## src/pkg/spi_port_defs.vh

```
`ifndef SPI_PORT_DEFS_VH
`define SPI_PORT_DEFS_VH
// serial word and buffer shape
`define WORD_W        8
`define FIFO_DEPTH    32
`define FIFO_AW       5
// occupancy at which no further word is offered ready
`define FIFO_FULL     6'h20
`define CNT_W         4
// reset-state polarities of the link lines
`define CLK_POL_RST   1'b0
`define CS_POL_RST    1'b0
`define BIT_RST       4'h0
`define BIT_LAST      4'h7
`define ONE_BIT       4'h1
`define DIV_LAST      4'h9
// master sequencer states
`define ST_IDLE       2'h0
`define ST_SEL        2'h1
`define ST_SHIFT      2'h2
`define ST_DONE       2'h3
`endif

```

## src/hdl/multichannel_serial_port.v

```verilog
`timescale 1ns/1ps
`include "spi_port_defs.vh"
module multichannel_serial_port (
   // clock and reset
   input  wire                mclk_in,
   input  wire                resetn_in,
   // mode and channel control
   input  wire                master_mode_in,
   input  wire                single_mode_in,
   input  wire                clk_pol_in,
   input  wire                cs_pol_in,
   input  wire                force_cs_in,
   input  wire                chan_enable_in,
   // transmit data
   input  wire [`WORD_W-1:0]  tx_data_in,
   input  wire                tx_valid_in,
   output reg                 tx_ready_out,
   // receive data
   output reg  [`WORD_W-1:0]  rx_data_out,
   output reg                 rx_valid_out,
   // status
   output reg                 underflow_out,
   // link pins, master drives, slave samples
   input  wire                sclk_in,
   input  wire                cs_in,
   input  wire                mosi_in,
   output reg                 sclk_out,
   output reg                 sclk_oe_out,
   output reg                 cs_out,
   output reg                 cs_oe_out,
   output reg                 mosi_out,
   output reg                 mosi_oe_out
);
   reg        rst_meta_reg;
   reg        rst_sync_reg;
   wire       rst_n;
   always @(posedge mclk_in or negedge resetn_in) begin
      if (!resetn_in) begin
         rst_meta_reg <= 1'b0;
         rst_sync_reg <= 1'b0;
      end else begin
         rst_meta_reg <= 1'b1;
         rst_sync_reg <= rst_meta_reg;
      end
   end
   assign rst_n = rst_sync_reg;

   // link inputs pass two flops before use
   reg [2:0] sclk_sync_reg;
   reg [2:0] cs_sync_reg;
   reg [1:0] mosi_sync_reg;
   always @(posedge mclk_in or negedge rst_n) begin
      if (!rst_n) begin
         sclk_sync_reg <= {3{`CLK_POL_RST}};
         cs_sync_reg   <= {3{`CS_POL_RST}};
         mosi_sync_reg <= 2'h0;
      end else begin
         sclk_sync_reg <= {sclk_sync_reg[1:0], sclk_in};
         cs_sync_reg   <= {cs_sync_reg[1:0], cs_in};
         mosi_sync_reg <= {mosi_sync_reg[0], mosi_in};
      end
   end
   wire sclk_s = sclk_sync_reg[1];
   wire cs_s   = cs_sync_reg[1];
   wire cs_tog = cs_sync_reg[1] ^ cs_sync_reg[2];
   wire sclk_tog = sclk_sync_reg[1] ^ sclk_sync_reg[2];

   // transmit buffer
   wire [`WORD_W-1:0] fifo_data;
   wire               fifo_valid;
   wire               fifo_ready;
   wire               tx_push = tx_valid_in & tx_ready_out;
   spi_fifo #(
      .WIDTH (`WORD_W),
      .DEPTH (`FIFO_DEPTH),
      .AW    (`FIFO_AW)
   ) tx_fifo (
      .clk_in     (mclk_in),
      .rst_n_in   (rst_n),
      .wdata_in   (tx_data_in),
      .wvalid_in  (tx_push),
      .wready_out (),
      .rdata_out  (fifo_data),
      .rvalid_out (fifo_valid),
      .rready_in  (fifo_ready)
   );

   // own occupancy count: a registered ready must not offer a slot
   // on the very cycle the buffer fills, or that word would be lost
   reg  [`FIFO_AW:0]  fill_reg;
   wire [`FIFO_AW:0]  fill_next = fill_reg
                                 + {{`FIFO_AW{1'b0}}, tx_push}
                                 - {{`FIFO_AW{1'b0}}, fifo_ready};
   always @(posedge mclk_in or negedge rst_n) begin
      if (!rst_n)
         fill_reg <= {(`FIFO_AW+1){1'b0}};
      else
         fill_reg <= fill_next;
   end

   // bus polarity latched only on channel enable or single-mode exit
   reg        pol_live_reg;
   reg        clk_pol_reg;
   reg        cs_pol_reg;
   reg        single_d_reg;
   reg        enable_d_reg;
   wire       enable_rise = chan_enable_in & ~enable_d_reg;
   wire       single_fall = ~single_mode_in & single_d_reg;
   always @(posedge mclk_in or negedge rst_n) begin
      if (!rst_n) begin
         clk_pol_reg  <= `CLK_POL_RST;
         cs_pol_reg   <= `CS_POL_RST;
         pol_live_reg <= 1'b0;
         single_d_reg <= 1'b0;
         enable_d_reg <= 1'b0;
      end else begin
         single_d_reg <= single_mode_in;
         enable_d_reg <= chan_enable_in;
         if (master_mode_in && (enable_rise || single_fall)) begin
            clk_pol_reg  <= clk_pol_in;
            cs_pol_reg   <= cs_pol_in;
            pol_live_reg <= 1'b1;
         end
      end
   end

   // master sequencer
   reg [1:0]          state_reg;
   reg [1:0]          state_next;
   reg [`CNT_W-1:0]   div_reg;
   reg [`CNT_W-1:0]   bit_reg;
   reg [`WORD_W-1:0]  shift_reg;
   reg                sclk_phase_reg;
   wire               div_hit = (div_reg == `DIV_LAST);
   always @* begin
      state_next = state_reg;
      case (state_reg)
         `ST_IDLE:  if (chan_enable_in && fifo_valid && master_mode_in)
                       state_next = `ST_SEL;
         `ST_SEL:   state_next = `ST_SHIFT;
         `ST_SHIFT: if (div_hit && sclk_phase_reg && bit_reg == `BIT_LAST)
                       state_next = `ST_DONE;
         `ST_DONE:  state_next = `ST_IDLE;
         default:   state_next = `ST_IDLE;
      endcase
   end
   wire master_load = (state_reg == `ST_SEL);
   wire slave_load  = ~master_mode_in & chan_enable_in & cs_tog;
   assign fifo_ready = (master_load | slave_load) & fifo_valid;

   // asserted select level in force or active transfer
   wire cs_active = force_cs_in | (state_reg != `ST_IDLE);
   always @(posedge mclk_in or negedge rst_n) begin
      if (!rst_n) begin
         state_reg      <= `ST_IDLE;
         div_reg        <= `BIT_RST;
         bit_reg        <= `BIT_RST;
         shift_reg      <= {`WORD_W{1'b0}};
         sclk_phase_reg <= 1'b0;
         rx_data_out    <= {`WORD_W{1'b0}};
         rx_valid_out   <= 1'b0;
         underflow_out  <= 1'b0;
         tx_ready_out   <= 1'b0;
         sclk_out       <= `CLK_POL_RST;
         cs_out         <= `CS_POL_RST;
         mosi_out       <= 1'b0;
         sclk_oe_out    <= 1'b0;
         cs_oe_out      <= 1'b0;
         mosi_oe_out    <= 1'b0;
      end else begin
         state_reg    <= state_next;
         tx_ready_out <= (fill_next != `FIFO_FULL);
         rx_valid_out <= 1'b0;
         underflow_out <= 1'b0;
         sclk_oe_out  <= master_mode_in;
         cs_oe_out    <= master_mode_in;
         mosi_oe_out  <= master_mode_in;
         // before polarity goes live the pins sit at reset polarity
         sclk_out <= (pol_live_reg ? clk_pol_reg : `CLK_POL_RST)
                     ^ sclk_phase_reg;
         cs_out   <= (pol_live_reg ? cs_pol_reg : `CS_POL_RST)
                     ^ cs_active;
         mosi_out <= shift_reg[`WORD_W-1];
         if (master_load) begin
            shift_reg <= fifo_data;
            div_reg   <= `BIT_RST;
            bit_reg   <= `BIT_RST;
         end else if (state_reg == `ST_SHIFT) begin
            div_reg <= div_hit ? `BIT_RST : div_reg + `ONE_BIT;
            if (div_hit) begin
               sclk_phase_reg <= ~sclk_phase_reg;
               if (sclk_phase_reg) begin
                  shift_reg <= {shift_reg[`WORD_W-2:0], mosi_sync_reg[1]};
                  bit_reg   <= bit_reg + `ONE_BIT;
               end
            end
         end else if (state_reg == `ST_DONE) begin
            rx_data_out    <= shift_reg;
            rx_valid_out   <= 1'b1;
            sclk_phase_reg <= 1'b0;
         end
         // slave side: any select transition while the channel is enabled tries a load
         if (slave_load) begin
            if (fifo_valid)
               shift_reg <= fifo_data;
            else
               underflow_out <= 1'b1;
            bit_reg <= `BIT_RST;
         end else if (!master_mode_in && chan_enable_in && sclk_tog
                      && sclk_s != cs_s) begin
            // sample on clock edges whose new level differs from select
            shift_reg <= {shift_reg[`WORD_W-2:0], mosi_sync_reg[1]};
            bit_reg   <= bit_reg + `ONE_BIT;
            if (bit_reg == `BIT_LAST) begin
               rx_data_out  <= {shift_reg[`WORD_W-2:0], mosi_sync_reg[1]};
               rx_valid_out <= 1'b1;
            end
         end
      end
   end
endmodule // multichannel_serial_port

```

## src/hdl/spi_fifo.v

```verilog
`timescale 1ns/1ps
module spi_fifo #(
   parameter WIDTH = 8,
   parameter DEPTH = 32,
   parameter AW    = 5
) (
   input  wire             clk_in,
   input  wire             rst_n_in,
   // fill side
   input  wire [WIDTH-1:0] wdata_in,
   input  wire             wvalid_in,
   output wire             wready_out,
   // drain side
   output wire [WIDTH-1:0] rdata_out,
   output wire             rvalid_out,
   input  wire             rready_in
);
   reg [WIDTH-1:0] mem_reg [0:DEPTH-1];
   reg [AW:0]      wptr_reg;
   reg [AW:0]      rptr_reg;
   wire            full;
   wire            empty;
   assign full  = (wptr_reg[AW] != rptr_reg[AW]) &&
                  (wptr_reg[AW-1:0] == rptr_reg[AW-1:0]);
   assign empty = (wptr_reg == rptr_reg);
   assign wready_out = ~full;
   assign rvalid_out = ~empty;
   assign rdata_out  = mem_reg[rptr_reg[AW-1:0]];
   always @(posedge clk_in) begin
      if (wvalid_in && !full)
         mem_reg[wptr_reg[AW-1:0]] <= wdata_in;
   end
   always @(posedge clk_in or negedge rst_n_in) begin
      if (!rst_n_in) begin
         wptr_reg <= {(AW+1){1'b0}};
         rptr_reg <= {(AW+1){1'b0}};
      end else begin
         if (wvalid_in && !full)
            wptr_reg <= wptr_reg + 1'b1;
         if (rready_in && !empty)
            rptr_reg <= rptr_reg + 1'b1;
      end
   end
endmodule // spi_fifo

```

## config.mk

```make
export PLATFORM = sky130hd
export DESIGN_NAME = multichannel_serial_port
export DESIGN_NICKNAME = d
export VERILOG_FILES = /design/src/hdl/multichannel_serial_port.v /design/src/hdl/spi_fifo.v
export VERILOG_INCLUDE_DIRS = /design/src /design/src/pkg
export SDC_FILE = /design/constraint.sdc
export NUM_CORES = 1
export LEC_CHECK = 0
export ABC_CLOCK_PERIOD_IN_PS = 2730
export BUFFER_PORTS_ARGS = -buffer_cell sky130_fd_sc_hd__buf_2
export CAP_MARGIN = 5
export CELL_PAD_IN_SITES_DETAIL_PLACEMENT = 0
export CELL_PAD_IN_SITES_GLOBAL_PLACEMENT = 1
export CORE_MARGIN = 5
export CORE_UTILIZATION = 53
export DETAILED_ROUTE_END_ITERATION = 16
export HOLD_SLACK_MARGIN = 0.1
export PLACE_DENSITY = 0.91
export SKIP_LAST_GASP = 1
export SLEW_MARGIN = 25
export SYNTH_ARGS = -nofsm -noshare
export SYNTH_HDL_FRONTEND = slang
export SYNTH_SLANG_ARGS = --single-unit
```

## constraint.sdc

```tcl
create_clock -name mclk_in -period 2.73 [get_ports mclk_in]
set_input_delay 0.273 -clock mclk_in [delete_from_list [all_inputs] [get_ports mclk_in]]
set_output_delay 0.273 -clock mclk_in [all_outputs]
set_load 0.005 [all_outputs]
```

[Yosys cells after proc, flatten, opt, wreduce, memory -nomap -nowiden]
Memory sizes are Yosys's and may differ from the RTL's.
Index checks and enable logic that the tools add are counted.
W data, S select, Z words.
Word-level totals
  register bits after elaboration: 67
  latch bits: 0
  memory bits (writable): 256
  memory bits (read-only): 0
  input bits: 20
  output and inout port bits: 17
  logic and storage cells: 129
  memories: 1
Operators by class
  add/subtract/negate cells: 6
  multiply operators: 0
  divide/modulo/power cells: 0
  magnitude comparators: 0
  equal/unequal tests: 13
  shift operators: 0
  muxes and demuxes: 40
  bitwise logic cells: 18
  reduce and logical (&&, ||, !) cells: 25
Memory list
  tx_fifo.mem_reg: words 32, width 8, rd ports 1, clocked after Yosys merged registers in 0, write ports 1, RTL line spi_fifo.v:18  | reg [WIDTH-1:0] mem_reg [0:DEPTH-1];
Operators by type and width (number)
  $mux W8: 13
  $mux W4: 9
  $mux W1: 15
  $add A6 B1 Y6 const B: 2
  $reduce_bool A4 Y1: 3
  $logic_and A1 B1 Y1: 11
  $add A4 B1 Y4 const B: 2
  $pmux W2 S4: 1
  $add A6 B1 Y6: 1
  $and A1 B1 Y1: 6
  $eq A6 B6 Y1: 1
  $ne A2 B2 Y1 const B: 3
  $ne A6 B6 Y1 const B: 1
  $not A1 Y1: 6
  $reduce_and A3 Y1: 2
  $reduce_bool A2 Y1: 3
  $sub A6 B1 Y6: 1
  $eq A5 B5 Y1: 1
  $eq A2 B2 Y1 const B: 2
  $eq A4 B3 Y1 const B: 1
  $eq A4 B4 Y1 const B: 1
  $mux W2: 2
  $xor A1 B1 Y1: 4
  $logic_not A1 Y1: 3
  other kinds (6): 8

[Depth between registers and ports, before layout]
Gate-level depths: netlist of run 1.
  word-level depth: 7
  gate-level depth with buffers: 17
  depth with buffers taken out: 15

[Cells and area by module]
Synthesis of run 1 repeated with hierarchy kept, for this count alone.
Unflattened totals
  cell total of the unflattened synthesis: 800
  area total of the unflattened synthesis: 13406.6 um^2
By module, submodules not included
  spi_fifo: times used 1, cells an instance 552, area each 10686.5 um^2, sequential area each 7987.7 um^2
  multichannel_serial_port: times used 1, cells an instance 248, area each 2720.1 um^2, sequential area each 1376.3 um^2

[Worst setup path after synthesis of run 1]
Ideal clock, no wire load.
  path type: flip-flop to flip-flop
  start point: reg tx_fifo.rptr_reg[4]
  end point: reg tx_ready_out
  library setup time: 131 ps
  arrival: 2697 ps
  required time: 2599 ps
  setup slack: -99 ps
  cell stages (with the launch flop): 18
  period minus slack after synthesis: 2829 ps
  path through: dfrtp_1 buf_4 xor2_1 nor3_2 nand3b_1 o21a_1 buf_2 ha_1 inv_1 ha_1 inv_1 fa_1 inv_1 a21o_1 a21oi_1 xnor2_1 nor2_1 nand3_1
Between the ends
  cells in the longest elaborated chain, start to end: 5
RTL lines
  from (decl): RTL line spi_fifo.v:20  | reg [AW:0] rptr_reg;
  from (signal assigned): RTL line spi_fifo.v:36  | rptr_reg <= {(AW+1){1'b0}};
  from (signal assigned): RTL line spi_fifo.v:41  | rptr_reg <= rptr_reg + 1'b1;
  $eq A6 B6 Y1: RTL line spi_fifo.v:25  | assign empty = (wptr_reg == rptr_reg);
  $not A1 Y1: RTL line spi_fifo.v:27  | assign rvalid_out = ~empty;
  $and A1 B1 Y1: RTL line multichannel_serial_port.v:149  | assign fifo_ready = (master_load | slave_load) & fifo_valid;
  $sub A6 B1 Y6: RTL line multichannel_serial_port.v:91  | wire [`FIFO_AW:0] fill_next = fill_reg
  named net fill_next[4]: RTL line multichannel_serial_port.v:91
  $ne A6 B6 Y1 (no source line)
  to (signal assigned): RTL line multichannel_serial_port.v:172  | tx_ready_out <= (fill_next != `FIFO_FULL);
  to (decl): RTL line multichannel_serial_port.v:17  | output reg tx_ready_out,
The timed path passes the listed nets, and every way through them passes these cells.
A chain may end at the register's enable or synchronous reset.

[Worst setup path after layout of run 1]
  start point: reg tx_fifo.rptr_reg[0]
  end point: reg tx_ready_out
The elaborated chain is that of the path after synthesis.

==> impl_results.md, run 1 <==
- HP Start: tx_valid_in
- Hold/Removal Path Class: input pin to flip-flop
- FF-to-FF path depth: 15
- Ys async rst share: 20.7%
- CTS H-tree lvls: 1
- Synth Area in Simple Gates: 5.53%
- Total GRT Usage: approximately a fifth
- Hold path cells: 4
- Synth warn: 0
- Synthesized Nets: 888
- Initial antenna violation count: 0
- Register Area: 0.00937 mm2
- Ranking of synthesized cells by area: edfxtp_1, dfrtp_1, mux4_2, mux2i_1, ha_1
- IO buf count: 36
- Worst Tran Pin Value: ~950 ps
- CP max FO: 2
- Reg2reg end: tx_ready_out
- Mapped Cells: roughly 850
- Post-layout minimum cycle time: 2640 ps
- Most common cell after layout, fill and taps aside: edfxtp_1
- Num CTS Buffers: 31
- Max FFs per register: 256
- Mapped Area: 0.0136 mm2
- Post-synthesis mux area share: 11.9%
- Vias: 7654
- Nets: 981
- GP Congestion: between 0.8 and 0.9
- Vias in the first global route: around 7600
- Worst r2r src: tx_fifo.rptr_reg[0]
- Crit start category: flip-flop
- CTS Sinks: between 300 and 400
- Clk buf depth: 3
- Worst skew pair latency: 570 ps
- CTS root buf: clkbuf_16
- Core region area: 0.0253 mm2
- Worst-path clk slew: 60 ps
- Layout area overhead: 14.0%
- Register area share after synthesis: 68.8%
- Area occupied by multi-input gates: 0.00387 mm2
- Rel. slew slack: 36.5%
- Critical Path Start: tx_fifo.rptr_reg[0]
- Fin worst setup slack: about 92 ps
- Syn Area/Cell: around 16 um2
- Row Count: 58
- DP Area: 0.0144 mm2
- Power density cells: 1030 mW/mm2
- Starting Density: a little over half
- Hold_ws: 216 ps
- Critical path capture point type: flip-flop
- First-pass GRT wire length: 43900 um
- Final Cell Area: 0.0155 mm2
- Internal reg-to-reg setup slack: 90 ps
- Max capacitance violation total: 0
- Die width: 170 um
- Largest family of logic cells by synthesized area: multiplexers
- First-pass iteration count of the detailed router: 5
- Total congestion overflow: 0
- Worst ir drop on vdd: 0.000807 V
- Synth Area in XOR/XNOR: 1.54%
- Routed WL: 28100 um
- Number of synthesized register bits: 323
- Die Span Y: 170 um
- EDFF count, synth: 256
- Unrepaired setup endpoints after global routing: yes
- WP data arrival: 3070 ps
- Post-synth top area cell: edfxtp_1
- Post-DRT Antenna Nets: 0
- Unique masters post-synth: 61
- Pins Over Slew Limit: 0
- Fillcell total: 1833
- Critical Path RT: roughly 3200 ps
- Share of cells above drive strength 1: 21.5%
- Worst Setup Path Type: flip-flop to flip-flop
- Synth Area in Adders: 1.80%
- Ant. Diodes: 0
- DR DRC count: 0
- Largest net degree at the start of global routing: 81
- Initial DRC Count: 679
- Synth Flop Type: edfxtp_1
- Avg WL per Cell: 21.7 um
- Final Hold Vio Count: 0
- Clock Skew: 16.5 ps
- Hpwl dp: 17400 um
- Worst Hold Path EP: tx_fifo.wptr_reg[0]
- Lkg Pwr: 5.61 nW
- Die footprint: 0.0290 mm2
- Design Power: 15.9 mW
- Final setup fails: 0
- Post-synth top area share: 56.5%
- Pre-CTS setup slack: between 50 and 60 ps
- Status: completed
- CTS tree: done
- Most frequent cells in the layout: edfxtp_1, mux2i_1, dfrtp_1, buf_4, nor2_1
- Top Ports: 37
- Synth Area in Compound Gates: 7.45%
- Fmax: 379 MHz
- Crit share post-route: between 90% and 100%
- Avg Vias per Cell: between 5 and 6
[Yosys cell counts, drive strengths merged (3+ instances only)]
cell type  count
a211oi        10
a21oi         34
a2bb2oi        3
buf           33
clkbuf        15
dfrtp         67
edfxtp       256
ha            18
inv           26
mux2           4
mux2i         68
mux4          39
nand2         43
nand2b         4
nand3          7
nand3b         6
nand4          6
nor2          55
nor2b          8
nor3           9
o211ai         3
o21ai         36
o221ai        15
o22a           3
o22ai         18
o2bb2a         7
or3b           3
xnor2         14
xor2          10
[worst max-delay path by stage]
stage,to,slack [ps],cells after the start
detailed placement,tx_ready_out,50,15
global placement,tx_ready_out,130,15
CTS,tx_ready_out,20,15
global route,tx_ready_out,-60,15
finish,tx_ready_out,90,15
floorplan,tx_ready_out,0.06,17
[cell type report]
class | count | share of cell area, %
clock buffer | 36 | 5.12
clock inverter | 20 | 1.25
inverter | 26 | 0.629
multi-input combinational | 452 | 24.9
sequential | 323 | 60.4
tap | 330 | 2.66
timing repair buffer | 108 | 4.99
[where the power goes]
| part | total (mW) | internal (mW) | leakage [nW] | switching (mW) |
|---|---|---|---|---|
| Clock | 4.17 | 2.37 | 0.476 | 1.80 |
| Sequential | 6.34 | 5.95 | 3.10 | 0.389 |
| Combinational | 5.41 | 2.37 | 2.03 | 3.04 |
| Total | 15.9 | 10.7 | 5.61 | 5.23 |
[worst max-delay path: stages, from the launching register on]
cell and delay, ps:
dfrtp_4 490, xor2_1 160, nor3_2 150, nand3b_1 130, o21a_1 140, ha_1 270
inv_1 60, ha_2 170, inv_2 40, fa_2 360, inv_2 50, a21o_1 120
a21oi_2 60, xnor2_2 130, nor2_1 100, nand3_1 70
[kinds of logic (layout without fill, tap and decap cells)]
family,Yosys count,in the layout
DFF,323,323
and+or+nand+nor,155,155
AOI/OAI and AO/OA,142,142
muxes,111,111
buffers and inverters,74,190
xor gates and xnor gates,24,24
adders and majority gates,19,19
other,1,1
[repair_timing]
action	4_1_cts	5_1_grt
setup buffers	0	3
hold buffers	11	0
gates resized for setup	0	2
hold endpoints to repair	12	0
setup endpoints to repair	0	2
[metrics by stage]
stage	setup TNS [ps]	instances	utilization, %
floorplan	0	849	-
global placement	0	1225	57.0
detailed placement	0	1225	57.0
CTS	0	1292	61.3
global route	-59.1	1295	61.4
finish	0	1295	61.4
[layer usage]
metal | wire length (um) | track usage, % | up-vias | part of all wire (%)
li1 | - | - | 3455 | -
met5 | 0 | 0 | - | 0
met4 | 578 | 4.65 | 0 | 2.1
met1 | 12000 | 28.5 | 3856 | 43
met2 | 13500 | 31.3 | 304 | 48
met3 | 2060 | 3.30 | 39 | 7.3
(Power assumes the default switching activity.)
==> run 2, diff against run 1 <==
- RECOVER_POWER: default -> 50
==> run 2 against run 1 <==
  * The flow now finishes with violations (max-capacitance violations, max-slew violations)
  * Power grew 0.11%
  * Hold slack lost 3.2 ps
  * Setup slack is essentially flat
  * Sequential cell count is the same
  * Clock-buffer cell count is the same
  * Highest routed layer unchanged
==> impl_results.md, run 2 (synthesis results as in run 1) <==
- Ant. Diodes: 0 (unchanged)
- Most frequent cells in the layout: edfxtp_1, mux2i_1, dfrtp_1, buf_4, nor2_1
- Unrepaired setup endpoints after global routing: yes
- GP Congestion: 0.803 (unchanged)
- Avg WL per Cell: 21.8 um (+0.21%)
- Pins Over Slew Limit: 202 (+202)
- CP max FO: 2 (unchanged)
- CP cell instances: xor2_1 > nor3_2 > nand3b_1 > o21a_1 > ha_1 > inv_1 > ha_2 > inv_2 > fa_2 > inv_2 > a21o_1 > a21oi_2 > xnor2_2 > nor2_1 > nand3_1
- Status: finished, violations left
- Num CTS Buffers: 31 (unchanged)
- CP Buf/Inv Count: 3 (unchanged)
- Vias: 7655 (+0.013%)
- Worst skew pair latency: 580 ps (about the same)
- Worst ir drop on vdd: 0.000807 V (about the same)
- Critical path capture point type: flip-flop
- WP data arrival: 3080 ps (about the same)
- Hold/Removal Path Class: input pin to flip-flop
- Fillcell total: 1842 (+0.49%)
- Max capacitance violation total: 6 (+6)
- Clock Skew: 19.7 ps (+3.27 ps)
- DP Area: 0.0144 mm2 (unchanged)
- Post-layout minimum cycle time: 2640 ps (-0.216 ps)
- CTS H-tree lvls: 1 (unchanged)
- Top Ports: 37 (unchanged)
- Post-DRT Antenna Nets: 0 (unchanged)
- Pre-CTS setup slack: 52.0 ps (unchanged)
- Cell class contributing the biggest share of worst-path delay: adder cells
- DR DRC count: 0 (unchanged)
- Crit share post-route: 96.6% (about the same)
- Nets: 981 (unchanged)
- Routed WL: 28200 um (+0.21%)
- Row Count: 58 (unchanged)
- Worst-path clk slew: 60 ps (about the same)
- Final Hold Vio Count: 0 (unchanged)
- Starting Density: 53.9% (unchanged)
- Clk buf depth: 3 (unchanged)
- Layout area overhead: 13.8%
- Worst Setup Path Type: flip-flop to flip-flop
- Hold_ws: 212 ps (-3.22 ps)
- Critical path's slowest cell: dfrtp_4
- Die width: 170 um (unchanged)
- Initial antenna violation count: 0 (unchanged)
- Largest net degree at the start of global routing: 81 (unchanged)
- Fmax: 379 MHz (about the same)
- Final Cell Area: 0.0155 mm2 (-0.17%)
- Crit start category: flip-flop
- CTS Sinks: 323 (unchanged)
- Total GRT Usage: 19.6% (unchanged)
- Hpwl dp: 17400 um (unchanged)
- CTS root buf: clkbuf_16
- Avg Vias per Cell: 5.91 (about the same)
- Critical Path RT: 3170 ps (about the same)
- Initial DRC Count: 709 (+4.4%)
- Vias in the first global route: 7631 (unchanged)
- Die footprint: 0.0290 mm2 (unchanged)
- First-pass GRT wire length: 43900 um (unchanged)
- Share of cells above drive strength 1: 19.9% (-1.6 points)
- Rel. slew slack: -10.3% (-47 points)
- Total congestion overflow: 0 (unchanged)
- First-pass iteration count of the detailed router: 5 (unchanged)
- Die Span Y: 170 um (unchanged)
- Worst Tran Pin Value: 1650 ps (+708 ps)
- Failing checks: max-capacitance violations, max-slew violations
- Power density cells: 1030 mW/mm2 (+0.28%)
- Most common cell after layout, fill and taps aside: edfxtp_1
- CP peak stage delay: 490 ps (about the same)
- Core region area: 0.0253 mm2 (unchanged)
- IO buf count: 36 (unchanged)
- Lkg Pwr: 5.57 nW (-0.72%)
- CP most frequent cell: inv_2
- Final setup fails: 0 (unchanged)
- Max FFs per register: 256 (unchanged)
- CTS tree: done
- Fin worst setup slack: 92.4 ps (+0.216 ps)
## run 2: cell types whose count changed in the layout (fill, tap and decap cells not counted), sizes merged
| cell | change |
|---|---|
| buf | -14 |
| clkbuf | +14 |
## run 2: stage by stage
| stage | TNS [ps] | util [%] | cells | power (mW) |
|---|---|---|---|---|
| finish | 0 | 61.3 | 1295 | 15.9 |
| global route | -59.1 | 61.3 | 1295 | 16.8 |
| CTS | 0 | 61.3 | 1292 | 15.9 |
| detailed placement | 0 | 57.0 | 1225 | 11.7 |
| global placement | 0 | 57.0 | 1225 | 11.6 |
| floorplan | 0 | - | 849 | 10.3 |
## run 2: layout make-up
type	instances	area, um2	share of cell area (%)
repair buffers	108	748	4.83
clock buffers	36	795	5.13
well taps	330	413	2.67
clock inverters	20	194	1.25
flip-flops and latches	323	9370	60.5
multi-input cells	452	3870	25.0
inverters	26	97.6	0.630
## run 2: repair_timing
item,in CTS,in global routing
resized for setup,0,2
hold endpoints to repair,12,0
hold buffers,11,0
setup buffers,0,3
endpoints found under the setup margin,0,2
## run 2: worst paths after layout
path                                startpoint                   to  slack [ps]  cells past startpoint
max reg2reg                tx_fifo.rptr_reg[0]         tx_ready_out          90                     15
min                                tx_valid_in  tx_fifo.wptr_reg[0]         210                      4
max in group asynchronous                rst_n       rx_data_out[3]         740                      1
min reg2reg                       rst_meta_reg                rst_n         350                      0
max                        tx_fifo.rptr_reg[0]         tx_ready_out          90                     15
min in group asynchronous            resetn_in         rst_meta_reg         560                      3
## run 2: power by group
group          switching [mW]  total [mW]  internal [mW]
combinational            3.06        5.42           2.36
sequential              0.389        6.34           5.96
clock                    1.80        4.17           2.37
total                    5.25        15.9           10.7
## run 2: layer usage
layer	GRT usage (%)	part of all wire, %	up-vias
met5	0	0	-
met4	4.65	2.1	0
met3	3.30	7.9	40
met2	31.3	48	317
met1	28.5	42	3841
li1	-	-	3457
## run 2: tightest hold or removal path, cell delays in order
cell,delay [ps]
buf_2,100
nand2_1,120
a31oi_2,110
xnor2_1,140
==> run 3, diff against run 2 <==
- ABC_CLOCK_PERIOD_IN_PS: 2730 -> default
- CORE_UTILIZATION: 53 -> 54
- PLACE_DENSITY: 0.91 -> 0.92
- SYNTH_HIERARCHICAL: default -> 1
==> run 3 against run 2 <==
  * The run still ends with max-capacitance violations, max-slew violations left
  * Largest power group unchanged
  * Sequential cell count stayed put
  * Synthesized area is 1.5% lower
  * First-iteration DRC count is 25% higher
  * Clock-buffer cell count is 1 lower
  * Power is 3.1% higher
  * Utilization is 2.3 points higher
  * Via count is 4.5% lower
  * Sequential share of layout area is 0.070 points lower
  * Global-route usage is 0.38 points lower
==> impl_results.md, run 3 <==
- Final Core Density: 63.6% (+2.3 points)
- Max FFs per register: 256 (unchanged)
- Fmax: 377 MHz (-0.58%)
- Most common cell after layout, fill and taps aside: edfxtp_1
- Mapped Area: 0.0134 mm2 (-1.5%)
- Core region area: 0.0244 mm2 (-3.4%)
- Hold/Removal Path Class: flip-flop to async pin
- Die width: 168 um (-1.6%)
- Initial DRC Count: 885 (+25%)
- Starting Density: 55.0% (+1.1 points)
- Status: finished, violations left
- Num CTS Buffers: 31 (unchanged)
- Pins Over Slew Limit: 131 (-35%)
- Row Count: 57 (-1.7%)
- Crit share post-route: 97.2% (+0.56 points)
- Clk buf depth: 3 (unchanged)
- Routed WL: 27400 um (-2.9%)
- Hpwl dp: 16300 um (-6.3%)
- Synthesized Nets: 838 (-5.6%)
- Most frequent cells in the layout: edfxtp_1, dfrtp_1, nor2_1, buf_4, mux2i_1
- Post-DRT Antenna Nets: 0 (unchanged)
- Max capacitance violation total: 4 (-2)
- Vias in the first global route: 7343 (-3.8%)
- GP Congestion: 0.822 (+2.4%)
- Worst skew pair latency: 570 ps (about the same)
- Worst r2r src: tx_fifo/rptr_reg[0]
- Power density cells: 1060 mW/mm2 (+2.9%)
- Fillcell total: 1696 (-7.9%)
- Worst Tran Pin Value: 1540 ps (-116 ps)
- Vias: 7311 (-4.5%)
- Layout area overhead: 15.7%
- CTS H-tree lvls: 1 (unchanged)
- Placed Cells: 1181 (-3.6%)
- Setup TNS: 0 ps (unchanged)
- Clock Skew: 13.2 ps (-6.49 ps)
- Die footprint: 0.0281 mm2 (-3.2%)
- Synth warn: 6 (+6)
- Syn Area/Cell: 16.8 um2 (+4.6%)
- Critical path capture point type: flip-flop
- Crit start category: flip-flop
- Ant. Diodes: 0 (unchanged)
- Total congestion overflow: 0 (unchanged)
- Fin worst setup slack: 77.0 ps (-15.3 ps)
- Mapped Cells: 799 (-5.9%)
- Critical Path RT: 3180 ps (about the same)
- Finished Layout Cells: 1257 (-2.9%)
- First-pass GRT wire length: 42600 um (-3.1%)
- Pre-CTS setup slack: 33.5 ps (-18.5 ps)
- Failing checks: max-capacitance violations, max-slew violations
- WP data arrival: 3100 ps (+20 ps)
- Lkg Pwr: 5.55 nW (-0.21%)
- Worst ir drop on vdd: 0.000660 V (-18%)
- Avg WL per Cell: 21.8 um (about the same)
- Nets: 947 (-3.5%)
- CP max FO: 14 (+12)
- Worst Setup Path Type: flip-flop to flip-flop
- Design Power: 16.4 mW (+3.1%)
- FF-to-FF path depth: 9 (-6)
- Final setup fails: 0 (unchanged)
- Internal reg-to-reg setup slack: 80 ps (-20 ps)
- CTS tree: done
- Rel. slew slack: -2.52% (+7.7 points)
- Final Hold Vio Count: 0 (unchanged)
- Total GRT Usage: 19.2% (-0.38 points)
- Share of cells above drive strength 1: 25.5% (+5.6 points)
- DR DRC count: 0 (unchanged)
- Die Span Y: 168 um (-1.6%)
- Initial antenna violation count: 0 (unchanged)
- CTS Sinks: 323 (unchanged)
- Largest net degree at the start of global routing: 55 (-32%)
- CTS root buf: clkbuf_16
- Reg2reg end: shift_reg[2]
- Unrepaired setup endpoints after global routing: yes
- Top Ports: 37 (unchanged)
- IO buf count: 36 (unchanged)
- Avg Vias per Cell: 5.82 (-1.6%)
- Post-layout minimum cycle time: 2650 ps (+15.3 ps)
- Worst-path clk slew: 60 ps (about the same)
- First-pass iteration count of the detailed router: 5 (unchanged)
-- run 3: how the worst max path moves through the flow --
stage | from | slack (ps) | to | depth (start not counted)
floorplan | tx_fifo/rptr_reg[1] | 5 | tx_ready_out | 14
global placement | tx_fifo/rptr_reg[0] | 70 | tx_ready_out | 13
CTS | tx_fifo/rptr_reg[0] | 20 | tx_ready_out | 13
finish | tx_fifo/rptr_reg[0] | 80 | shift_reg[2] | 9
global route | tx_fifo/rptr_reg[4] | -100 | tx_ready_out | 13
detailed placement | tx_fifo/rptr_reg[0] | 30 | tx_ready_out | 13
-- run 3: per-layer routing --
layer	wire, um	GRT usage [%]
met2	13400	31.7
met1	11600	27.0
met3	1830	3.63
met5	0	0
met4	541	4.20
-- run 3: layout make-up --
type                    count  area, um2  share of cell area (%)
clock buffers              35        791                    5.10
well taps                 324        405                    2.61
clock inverters            23        203                    1.31
repair buffers            115        905                    5.83
flip-flops and latches    323       9370                    60.4
inverters                  21       78.8                   0.508
multi-input cells         416       3750                    24.2
-- run 3: timing repair --
item,4_1_cts,5_1_grt
resized for setup,0,13
hold buffers,11,0
setup endpoints to repair,0,1
endpoints found under the hold margin,12,0
setup buffers,0,4
-- run 3: critical path, cell delays in order, from the launching register on --
cell and delay (ps):
dfrtp_4 430, buf_4 180, buf_16 190, mux4_2 540, mux2i_1 310, o21ai_1 200, o21a_1 190, nand2_1 90
a221oi_2 60, a221o_2 320
-- run 3: report_power, final --
| part | internal (mW) | switching [mW] |
|---|---|---|
| Sequential | 5.98 | 0.368 |
| Combinational | 2.78 | 3.15 |
| Clock | 2.37 | 1.78 |
| Total | 11.1 | 5.30 |
-- run 3: through the flow --
stage	hold slack [ps]	instance area, um2
after global routing	144	15500
final	116	15500
after CTS	128	15300
after detailed placement	62.3	14200
after global placement	57.9	14200
after floorplan	-22.6	13400
